## src/design/tas_pkg.sv

```systemverilog
/*
  shared constants for the table access and alu instruction subset:
  quarter numbering, operation codes, widths and reset values.
  assumes every user refers to names as tas_pkg::name.
*/
package tas_pkg;

  // widths
  localparam int DATA_W  = 8;   // data path and file register width
  localparam int WORD_W  = 16;  // program memory word, latch and pointer
  localparam int ADDR_W  = 8;   // file register address width

  // quarter numbering inside one instruction cycle
  localparam logic [1:0] QTR_1 = 2'h0;  // decode
  localparam logic [1:0] QTR_2 = 2'h1;  // read operand
  localparam logic [1:0] QTR_3 = 2'h2;  // execute
  localparam logic [1:0] QTR_4 = 2'h3;  // write result

  // operation codes presented by the core's decoder
  localparam logic [2:0] OP_SUBB  = 3'h0;  // subtract_borrow_op
  localparam logic [2:0] OP_SWAP  = 3'h1;  // nibble_swap_op
  localparam logic [2:0] OP_TSTZ  = 3'h2;  // test_skip_zero_op
  localparam logic [2:0] OP_TBLRD = 3'h3;  // table_read_op
  localparam logic [2:0] OP_TBLWT = 3'h4;  // table_write_op
  localparam logic [2:0] OP_LATCH_READ_OP  = 3'h5;  // latch_read_op
  localparam logic [2:0] OP_LATCH_WRITE_OP  = 3'h6;  // latch_write_op

  // reset values and the default pc low address
  localparam logic [WORD_W-1:0] LATCH_RST = 16'h0000;
  localparam logic [WORD_W-1:0] PTR_RST   = 16'h0000;
  localparam logic [ADDR_W-1:0] PCL_ADDR_DFLT = 8'h02;

  // instruction cycle sequencing
  typedef enum logic [1:0] {
    TAS_IDLE,   // waiting for a decode quarter
    TAS_CYC1,   // first instruction cycle, quarters 2 to 4
    TAS_CYC2,   // memory access cycle of a table transfer
    TAS_CYC3    // extra cycle when a table read targets the pc low byte
  } tas_stage_e;

endpackage : tas_pkg

```

## src/design/tas_alu_if.sv

```systemverilog
/*
  carrier between the executor and its arithmetic unit.
  assumes both ends run on the executor's clock; the unit is purely
  combinational.
*/
`timescale 1ns/1ps
interface tas_alu_if;
  logic [7:0] opnd_f;    // file register operand
  logic [7:0] opnd_w;    // working_register operand
  logic       carry_in;  // carry flag before the operation
  logic [7:0] result;    // difference with borrow
  logic [7:0] swapped;   // nibble exchanged operand
  logic       is_zero;   // file operand equals zero
  logic       flag_ov;   // signed overflow
  logic       flag_c;    // carry, high means no borrow
  logic       flag_dc;   // digit carry out of the low nibble
  logic       flag_z;    // result equals zero

  modport core (output opnd_f, opnd_w, carry_in,
                input  result, swapped, is_zero,
                       flag_ov, flag_c, flag_dc, flag_z);
  modport alu  (input  opnd_f, opnd_w, carry_in,
                output result, swapped, is_zero,
                       flag_ov, flag_c, flag_dc, flag_z);
endinterface : tas_alu_if

```

## src/design/tas_alu.sv

```systemverilog
/*
  combinational arithmetic for subtract with borrow, nibble swap and
  the zero test. assumes operands are stable from quarter 3 onward.
*/
`timescale 1ns/1ps
module tas_alu (
  // operands in, results out
  tas_alu_if.alu au
);

  // adds with the inverted subtrahend; carry out high means no borrow
  logic [8:0] full_sum;  // nine bit sum for carry
  logic [4:0] low_sum;   // five bit nibble sum for digit carry

  // two's complement subtract: f + ~w + c equals f - w - ~c
  always_comb begin
    full_sum = {1'b0, au.opnd_f} + {1'b0, ~au.opnd_w}
             + {8'h00, au.carry_in};                          // RQ12
    low_sum  = {1'b0, au.opnd_f[3:0]} + {1'b0, ~au.opnd_w[3:0]}
             + {4'h0, au.carry_in};
  end

  assign au.result  = full_sum[7:0];
  assign au.flag_c  = full_sum[8];
  assign au.flag_dc = low_sum[4];
  assign au.flag_z  = (full_sum[7:0] == 8'h00);
  // overflow only when signs differ and the result takes the w sign
  assign au.flag_ov = (au.opnd_f[7] != au.opnd_w[7])
                    && (full_sum[7] != au.opnd_f[7]);
  assign au.swapped = {au.opnd_f[3:0], au.opnd_f[7:4]};       // RQ1
  assign au.is_zero = (au.opnd_f == 8'h00);                   // RQ11

endmodule : tas_alu

```

## src/design/tas_exec.sv

```systemverilog
/*
  execution logic for subtract with borrow, nibble swap, zero test and
  table transfers through the 16 bit table latch and table pointer.
  assumes the decoder holds op and operands while instr_valid is high,
  file registers answer in the same clock, memory within the access cycle.
*/
// Summary of operation
// RQ1: swap writes the two nibbles exchanged, no flags
// RQ2: table read moves selected latch byte first
// RQ3: then loads latch from memory at pointer
// RQ4: increment operand advances pointer after access
// RQ5: table read two cycles, three to pc low
// RQ6: latch byte read quarter two, written quarter four
// RQ7: latch read copies selected byte, one cycle
// RQ8: latch read leaves latch and pointer alone
// RQ9: latch write loads selected latch byte, one cycle
// RQ10: table write loads latch byte in quarter four
// RQ11: zero test discards next instruction when zero
// RQ12: subtract borrow result to w or f, flags
// RQ13: table write stores latch, then optional increment
`timescale 1ns/1ps
module tas_exec #(
  parameter logic [7:0] PCL_ADDR = tas_pkg::PCL_ADDR_DFLT  // pc low byte
) (
  // clock and reset
  input  wire logic        core_clk,
  input  wire logic        sys_rst,
  // decoded instruction from the core
  input  wire logic        instr_valid,
  input  wire logic [2:0]  instr_op,
  input  wire logic [7:0]  instr_f,
  input  wire logic        instr_d,
  input  wire logic        instr_t,
  input  wire logic        instr_i,
  output logic             instr_ready,
  // core state inputs and the file register read address
  input  wire logic [7:0]  working_register,
  input  wire logic        carry_flag,
  input  wire logic [7:0]  file_rdata,
  output logic [7:0]       file_raddr,
  // pointer load from other instructions
  input  wire logic        ptr_load,
  input  wire logic [15:0] ptr_load_data,
  // result writes
  output logic             file_we,
  output logic [7:0]       file_waddr,
  output logic [7:0]       file_wdata,
  output logic             working_register_we,
  output logic [7:0]       working_register_wdata,
  output logic             flags_we,
  output logic [3:0]       flags_ovcdz,
  output logic             skip_next,
  // program memory port
  output logic [15:0]      pm_addr,
  output logic             pm_rd,
  input  wire logic [15:0] pm_rdata,
  output logic             pm_wr,
  output logic [15:0]      pm_wdata,
  // table state seen by the core
  output logic [15:0]      table_latch,
  output logic [15:0]      table_pointer,
  output logic             busy
);

  tas_pkg::tas_stage_e stage_ff;      // instruction cycle in progress
  tas_pkg::tas_stage_e nxt_stage;     // next stage
  logic [1:0]          qtr_ff;        // current quarter
  logic [2:0]          op_ff;         // latched operation
  logic [7:0]          f_ff;          // latched file address
  logic                d_ff;          // destination select
  logic                t_ff;          // byte select
  logic                i_ff;          // increment select
  logic [7:0]          src_ff;        // operand read in quarter 2
  logic [7:0]          w_ff;          // working_register read in q2
  logic                c_ff;          // carry read in quarter 2
  logic [15:0]         latch_ff;      // table_latch
  logic [15:0]         ptr_ff;        // table_pointer
  logic                take;          // instruction accepted this clock
  logic                is_table;      // two cycle table transfer
  tas_alu_if           au ();         // arithmetic carrier

  // pick one byte of a word; used for the latch read back path and the checks
  function automatic logic [7:0] byte_sel(input logic [15:0] w,
                                          input logic hi);
    byte_sel = hi ? w[15:8] : w[7:0];
  endfunction : byte_sel
  tas_alu u_alu (
    .au (au.alu)
  );
  assign au.opnd_f   = src_ff;
  assign au.opnd_w   = w_ff;
  assign au.carry_in = c_ff;

  // only take an instruction at a decode quarter when idle
  assign instr_ready = (stage_ff == tas_pkg::TAS_IDLE)
                     && (qtr_ff == tas_pkg::QTR_1);
  assign take        = instr_ready && instr_valid;
  assign is_table    = (op_ff == tas_pkg::OP_TBLRD)
                     || (op_ff == tas_pkg::OP_TBLWT);
  assign busy        = (stage_ff != tas_pkg::TAS_IDLE);
  assign file_raddr  = f_ff;
  assign table_latch   = latch_ff;
  assign table_pointer = ptr_ff;
  assign pm_addr     = ptr_ff;
  assign pm_wdata    = latch_ff;
  // read strobe stands for the whole access cycle of a table read
  assign pm_rd = (stage_ff == tas_pkg::TAS_CYC2)
               && (op_ff == tas_pkg::OP_TBLRD);

  // quarter counter runs free; every instruction cycle is four clocks
  always_ff @(posedge core_clk) begin
    if (sys_rst) qtr_ff <= tas_pkg::QTR_1;
    else         qtr_ff <= qtr_ff + 2'h1;
  end

  // stage sequencing, leaves idle at the end of a decode quarter, else advances at the end of each fourth quarter
  always_comb begin
    nxt_stage = stage_ff;
    unique case (stage_ff)
      tas_pkg::TAS_IDLE: if (take) nxt_stage = tas_pkg::TAS_CYC1;
      tas_pkg::TAS_CYC1: if (qtr_ff == tas_pkg::QTR_4)
        nxt_stage = is_table ? tas_pkg::TAS_CYC2           // RQ5
                             : tas_pkg::TAS_IDLE;
      tas_pkg::TAS_CYC2: if (qtr_ff == tas_pkg::QTR_4)
        // writing pc low costs one more cycle to refetch
        nxt_stage = (op_ff == tas_pkg::OP_TBLRD && f_ff == PCL_ADDR)
                  ? tas_pkg::TAS_CYC3 : tas_pkg::TAS_IDLE;  // RQ5
      tas_pkg::TAS_CYC3: if (qtr_ff == tas_pkg::QTR_4)
        nxt_stage = tas_pkg::TAS_IDLE;
    endcase
  end

  always_ff @(posedge core_clk) begin
    if (sys_rst) stage_ff <= tas_pkg::TAS_IDLE;
    else         stage_ff <= nxt_stage;
  end

  // operand capture at decode; held for the whole instruction
  always_ff @(posedge core_clk) begin
    if (sys_rst) begin
      op_ff <= tas_pkg::OP_SUBB;
      f_ff  <= 8'h00;
      d_ff  <= 1'b0;
      t_ff  <= 1'b0;
      i_ff  <= 1'b0;
    end else if (take) begin
      op_ff <= instr_op;
      f_ff  <= instr_f;
      d_ff  <= instr_d;
      t_ff  <= instr_t;
      i_ff  <= instr_i;
    end
  end

  // quarter 2 read: a latch byte for reads, else the file register
  always_ff @(posedge core_clk) begin
    if (sys_rst) begin
      src_ff <= 8'h00;
      w_ff   <= 8'h00;
      c_ff   <= 1'b0;
    end else if (stage_ff == tas_pkg::TAS_CYC1
                 && qtr_ff == tas_pkg::QTR_2) begin
      if (op_ff == tas_pkg::OP_TBLRD || op_ff == tas_pkg::OP_LATCH_READ_OP)
        src_ff <= byte_sel(latch_ff, t_ff);                   // RQ6
      else
        src_ff <= file_rdata;                                  // RQ10
      w_ff <= working_register;
      c_ff <= carry_flag;
    end
  end

  // result strobes stand for the fourth quarter of the first cycle
  always_ff @(posedge core_clk) begin
    if (sys_rst) begin
      file_we     <= 1'b0;
      working_register_we     <= 1'b0;
      flags_we    <= 1'b0;
      skip_next   <= 1'b0;
      file_waddr  <= 8'h00;
      file_wdata  <= 8'h00;
      working_register_wdata  <= 8'h00;
      flags_ovcdz <= 4'h0;
    end else begin
      file_we   <= 1'b0;
      working_register_we   <= 1'b0;
      flags_we  <= 1'b0;
      skip_next <= 1'b0;
      if (stage_ff == tas_pkg::TAS_CYC1 && qtr_ff == tas_pkg::QTR_3) begin
        file_waddr <= f_ff;
        unique case (op_ff)
          tas_pkg::OP_SUBB: begin
            file_we     <= d_ff;                               // RQ12
            working_register_we     <= ~d_ff;
            file_wdata  <= au.result;
            working_register_wdata  <= au.result;
            flags_we    <= 1'b1;
            flags_ovcdz <= {au.flag_ov, au.flag_c, au.flag_dc, au.flag_z};
          end
          tas_pkg::OP_SWAP: begin
            // flags left alone on purpose
            file_we    <= d_ff;                                // RQ1
            working_register_we    <= ~d_ff;
            file_wdata <= au.swapped;
            working_register_wdata <= au.swapped;
          end
          tas_pkg::OP_TSTZ: skip_next <= au.is_zero;           // RQ11
          tas_pkg::OP_TBLRD, tas_pkg::OP_LATCH_READ_OP: begin
            file_we    <= 1'b1;                                // RQ2 RQ7
            file_wdata <= src_ff;
          end
          default: ;  // latch writes touch no file register
        endcase
      end
    end
  end

  // memory write strobe: one clock in quarter 2 of the access cycle
  always_ff @(posedge core_clk) begin
    if (sys_rst) pm_wr <= 1'b0;
    else pm_wr <= (stage_ff == tas_pkg::TAS_CYC2)
               && (qtr_ff == tas_pkg::QTR_1)
               && (op_ff == tas_pkg::OP_TBLWT);                // RQ13
  end

  // table latch: byte loads end quarter 4, word load ends access cycle
  always_ff @(posedge core_clk) begin
    if (sys_rst) latch_ff <= tas_pkg::LATCH_RST;
    else if (qtr_ff == tas_pkg::QTR_4) begin
      if (stage_ff == tas_pkg::TAS_CYC1
          && (op_ff == tas_pkg::OP_LATCH_WRITE_OP || op_ff == tas_pkg::OP_TBLWT)) begin
        if (t_ff) latch_ff[15:8] <= src_ff;                    // RQ9 RQ10
        else      latch_ff[7:0]  <= src_ff;
      end else if (stage_ff == tas_pkg::TAS_CYC2
                   && op_ff == tas_pkg::OP_TBLRD) begin
        latch_ff <= pm_rdata;                                  // RQ3
      end
    end
  end

  // table pointer: a core load wins over an instruction increment
  always_ff @(posedge core_clk) begin
    if (sys_rst) ptr_ff <= tas_pkg::PTR_RST;
    else if (ptr_load) ptr_ff <= ptr_load_data;
    else if (stage_ff == tas_pkg::TAS_CYC2 && qtr_ff == tas_pkg::QTR_4
             && i_ff) begin
      ptr_ff <= ptr_ff + 16'h0001;                             // RQ4 RQ13
    end
  end
endmodule : tas_exec

```

## config.mk

```make
export PLATFORM = sky130hd
export DESIGN_NAME = tas_exec
export DESIGN_NICKNAME = d
export VERILOG_FILES = /design/src/design/tas_pkg.sv /design/src/design/tas_alu_if.sv /design/src/design/tas_alu.sv /design/src/design/tas_exec.sv
export SDC_FILE = /design/constraint.sdc
export NUM_CORES = 1
export LEC_CHECK = 0
export ABC_AREA = 1
export ABC_CLOCK_PERIOD_IN_PS = 2300
export BUFFER_PORTS_ARGS = -buffer_cell sky130_fd_sc_hd__clkbuf_2
export CAP_MARGIN = 20
export CELL_PAD_IN_SITES_DETAIL_PLACEMENT = 1
export CELL_PAD_IN_SITES_GLOBAL_PLACEMENT = 1
export CORE_MARGIN = 10
export CORE_UTILIZATION = 35
export DETAILED_ROUTE_END_ITERATION = 12
export PLACE_DENSITY = 0.9
export SLEW_MARGIN = 20
export SYNTH_ARGS = -nofsm -noshare
export SYNTH_HDL_FRONTEND = slang
export SYNTH_SLANG_ARGS = --single-unit
```

## constraint.sdc

```tcl
create_clock -name core_clk -period 2.3 [get_ports core_clk]
set_input_delay 0.46 -clock core_clk [delete_from_list [all_inputs] [get_ports core_clk]]
set_output_delay 0.46 -clock core_clk [all_outputs]
set_load 0.02 [all_outputs]
```

==> metrics.csv <==
stage;metric;value;unit
synthesis;post-synth top area cell;dfxtp_1;
outcome;outcome;finished, final reports clean;
clocking;CTS tree;built;
sta;clock skew;0.01417;ns
pwr;Static Leak;3.071;nW
sta;headroom to the max-slew limit;68.44;%
detailed_routing;Via Count;5368;
synthesis;Main synth FF type;dfxtp_1;
floorplanning;die span in y;141.5;um
floorplanning;Cell Rows;44;
sta;Setup Viol. Count Final;0;
worst_hold_path;Hold Crit Class;in -> reg;
worst_setup_path;slowest CP cell;dfxtp_1;
sta;unrepaired setup endpoints after global routing;false;
clocking;Longest Clk Path Bufs;2;
finish;commonest non-fill, non-tap cells in the layout;clkbuf_2 (174), nand2_1 (144), dfxtp_1 (100), inv_1 (77), o21ai_0 (72);
sta;fin. max-slew vios;0;
sta;final hold violations;0;
synthesis;Synth Area in XOR/XNOR;1.187;%
global_routing;gr usage total;17.86;%
detailed_routing;DRC Markers;0;
worst_setup_path;CP cell instances;nor2_1, inv_1, nor2_2, clkbuf_2;
synthesis;synthesized area per cell;7.136;um^2
finish;number of diodes;0;
synthesis;Synth Cell Area;5166;um^2
worst_hold_path;Worst Hold Depth;3;
synthesis;adder-cell share of the synthesized area;3.681;%
finish;commonest non-fill, non-tap cell in the layout;clkbuf_2;
detailed_routing;Routed Antenna Nets;0;
synthesis;FF+latch count, synth;100;
job;Max Cap Viol;0;
finish;Nets;942;
synthesis;Yosys warnings;0;
detailed_routing;DR vias/cell;5.112;
floorplanning;core area;14480;um^2
worst_setup_path;Max stage delay on crit path;0.39;ns
synthesis;syn nets;805;
placed_design;routability cong.;0.9789;
synthesis;main combinational cell family by area after synthesis;simple AND/OR/NAND/NOR gates;
global_routing;first-pass GRT wire length;29190;um
synthesis;post-synthesis mux area share;0;%
finish;share of layout cells above drive strength 1;25.75;%
clocking;clk_lat worst skew;0.35;ns
clocking;PostCTS Resize Cnt;0;
worst_setup_path;Critical Path RT;1.84;ns
synthesis;Compound-Gate Fraction of Synth Area;20.00;%
pwr;VDD IR max;0.3472;mV
pwr;PwrDens;656.1;nW/um^2
detailed_routing;final WL;18490;um
worst_setup_path;CP Launch Type;register;
sta;fin crit period;2.102;ns
sta;setup_tns;0;ns
finish;# fillers;1923;
global_routing;initial antenna violation count;0;
placed_design;DP Cell Count;1034;
floorplanning;I/O pin cnt;175;
clocking;CTS buffer count;9;
global_routing;Congestion Overflow GR;0;
clocking;CTS root buf;clkbuf_16;
placed_design;DPL Wire Length;14410;um
placed_design;Port Buffers;174;
detailed_routing;Initial DRT Pass Iterations;4;
finish;area of the multi-input gates;2476;um^2
finish;area grow syn2layout;21.14;%
floorplanning;DIE WIDTH;141.5;um
clocking;htree depth;3;
detailed_routing;drt wl/cell;17.61;um
sta;Tcrit/Tclk final;91.38;%
finish;Non-Filler Instances;1050;
clocking;hold_buf cts;0;
floorplanning;die area;20020;um^2
worst_setup_path;critical path type;reg -> out;
global_routing;vias in the first global route;5675;
floorplanning;Initial Util;35.68;%
worst_setup_path;Worst EP arrival;1.64;ns
clocking;Worst-path clk slew;0.08;ns
clocking;CTS sink count;100;
clocking;Post-CTS Setup Repair Bufs;0;
synthesis;most area-consuming cells after synthesis;dfxtp_1 (39%), nand2_1 (10%), o21ai_0 (7.0%);
sta;Slew @ Worst Pin;0.4705;ns
synthesis;fraction of registers with async set/reset;0;%
synthesis;post-synth top area share;38.75;%
synthesis;Gate Count Post-Synth;724;
sta;Max Fclk;475.8;MHz
worst_setup_path;crit end category;primary output;
worst_setup_path;CP max FO;9;
synthesis;Simple-Gate Fraction of Synth Area;23.06;%
synthesis;sequential cell area fraction in the yosys report;38.75;%
synthesis;Yosys cell types;39;
global_routing;largest net degree at the start of global routing;34;
synthesis;Post-synth EDFFs;0;
detailed_routing;initial DRC count;155;
finish;FF/Latch Area;2002;um^2
worst_setup_path;R2R depth;12;
-- synthesized netlist by cell type (5+ instances only) --
| cell type | number |
|---|---|
| o21ai_0 | 72 |
| buf_2 | 9 |
| ha_1 | 12 |
| nand4_1 | 5 |
| inv_1 | 77 |
| o211ai_1 | 18 |
| clkbuf_1 | 14 |
| nor3_1 | 5 |
| dfxtp_1 | 100 |
| or2_2 | 8 |
| a31oi_1 | 30 |
| nor2_1 | 49 |
| nor4_1 | 5 |
| nand2_1 | 144 |
| nand3_1 | 48 |
| a21oi_1 | 58 |
| buf_4 | 32 |
-- kinds of logic after synthesis --
logic type | Yosys count
XOR/XNOR | 7
flip-flops | 100
adder cells (fa/ha/maj) | 14
AO/OA/AOI/OAI | 186
buffers and inverters | 142
AND/OR/NAND/NOR | 275
-- path summary, 6_finish.rpt --
kind                                       endpoint  slack, ns          from
worst max register to register       flags_ovcdz[0]       0.36  au.opnd_f[0]
worst min register to register  working_register_we       0.44          d_ff
worst min-delay path                   pm_wdata[10]       0.35  pm_rdata[10]
worst max-delay path                    instr_ready       0.20   stage_ff[1]
-- routing by layer --
metal	track usage [%]	wire length, um	up-vias
met2	31.92	9445	135
met3	3.538	921	27
met5	0	0	-
met1	20.20	7665	2549
li1	-	-	2657
met4	7.423	454	0
-- power breakdown --
| group | internal [mW] | switching (mW) |
|---|---|---|
| registers | 1.80 | 0.0812 |
| clock network | 0.740 | 0.700 |
| logic | 0.266 | 0.514 |
-- final cells by class --
type	instances	share of cell area (%)
Multi-Input combinational cell	482	39.56
Sequential cell	100	31.99
Tap cell	184	3.679
Timing Repair Buffer	185	15.43
Clock inverter	5	0.5598
Inverter	83	5.058
Clock buffer	11	3.719
-- per-stage QoR --
step	total power [mW]	utilization [%]	setup WS (ns)	hold WS [ns]	cell area, um^2
final	4.106	43.23	0.1982	0.3487	6259
after global routing	4.312	43.23	0.03790	0.3470	6259
after CTS	4.139	43.23	0.1847	0.3413	6259
after detailed placement	2.700	41.38	0.3653	0.4360	5991
after global placement	2.673	41.38	0.4129	0.4273	5991
after floorplan	2.433	-	0.5160	0.4013	5166
-- state kept, by name (all words and copies together), names as in the netlist --
register / cells
au.carry_in: 1
au.opnd_f: 8
au.opnd_w: 8
d_ff: 1
file_raddr: 8
file_waddr: 8
file_wdata: 8
file_we: 1
flags_ovcdz: 4
flags_we: 1
i_ff: 1
op_ff: 3
pm_addr: 16
pm_wdata: 16
pm_wr: 1
qtr_ff: 2
skip_next: 1
stage_ff: 2
t_ff: 1
working_register_wdata: 8
working_register_we: 1
-- critical path: cells and delay by family (launching register included) --
kind,cells,cell delay [ns]
DFF,1,0.39
buffers and inverters,2,0.35
and+or+nand+nor,2,0.54
(Power assumes the default switching activity.)
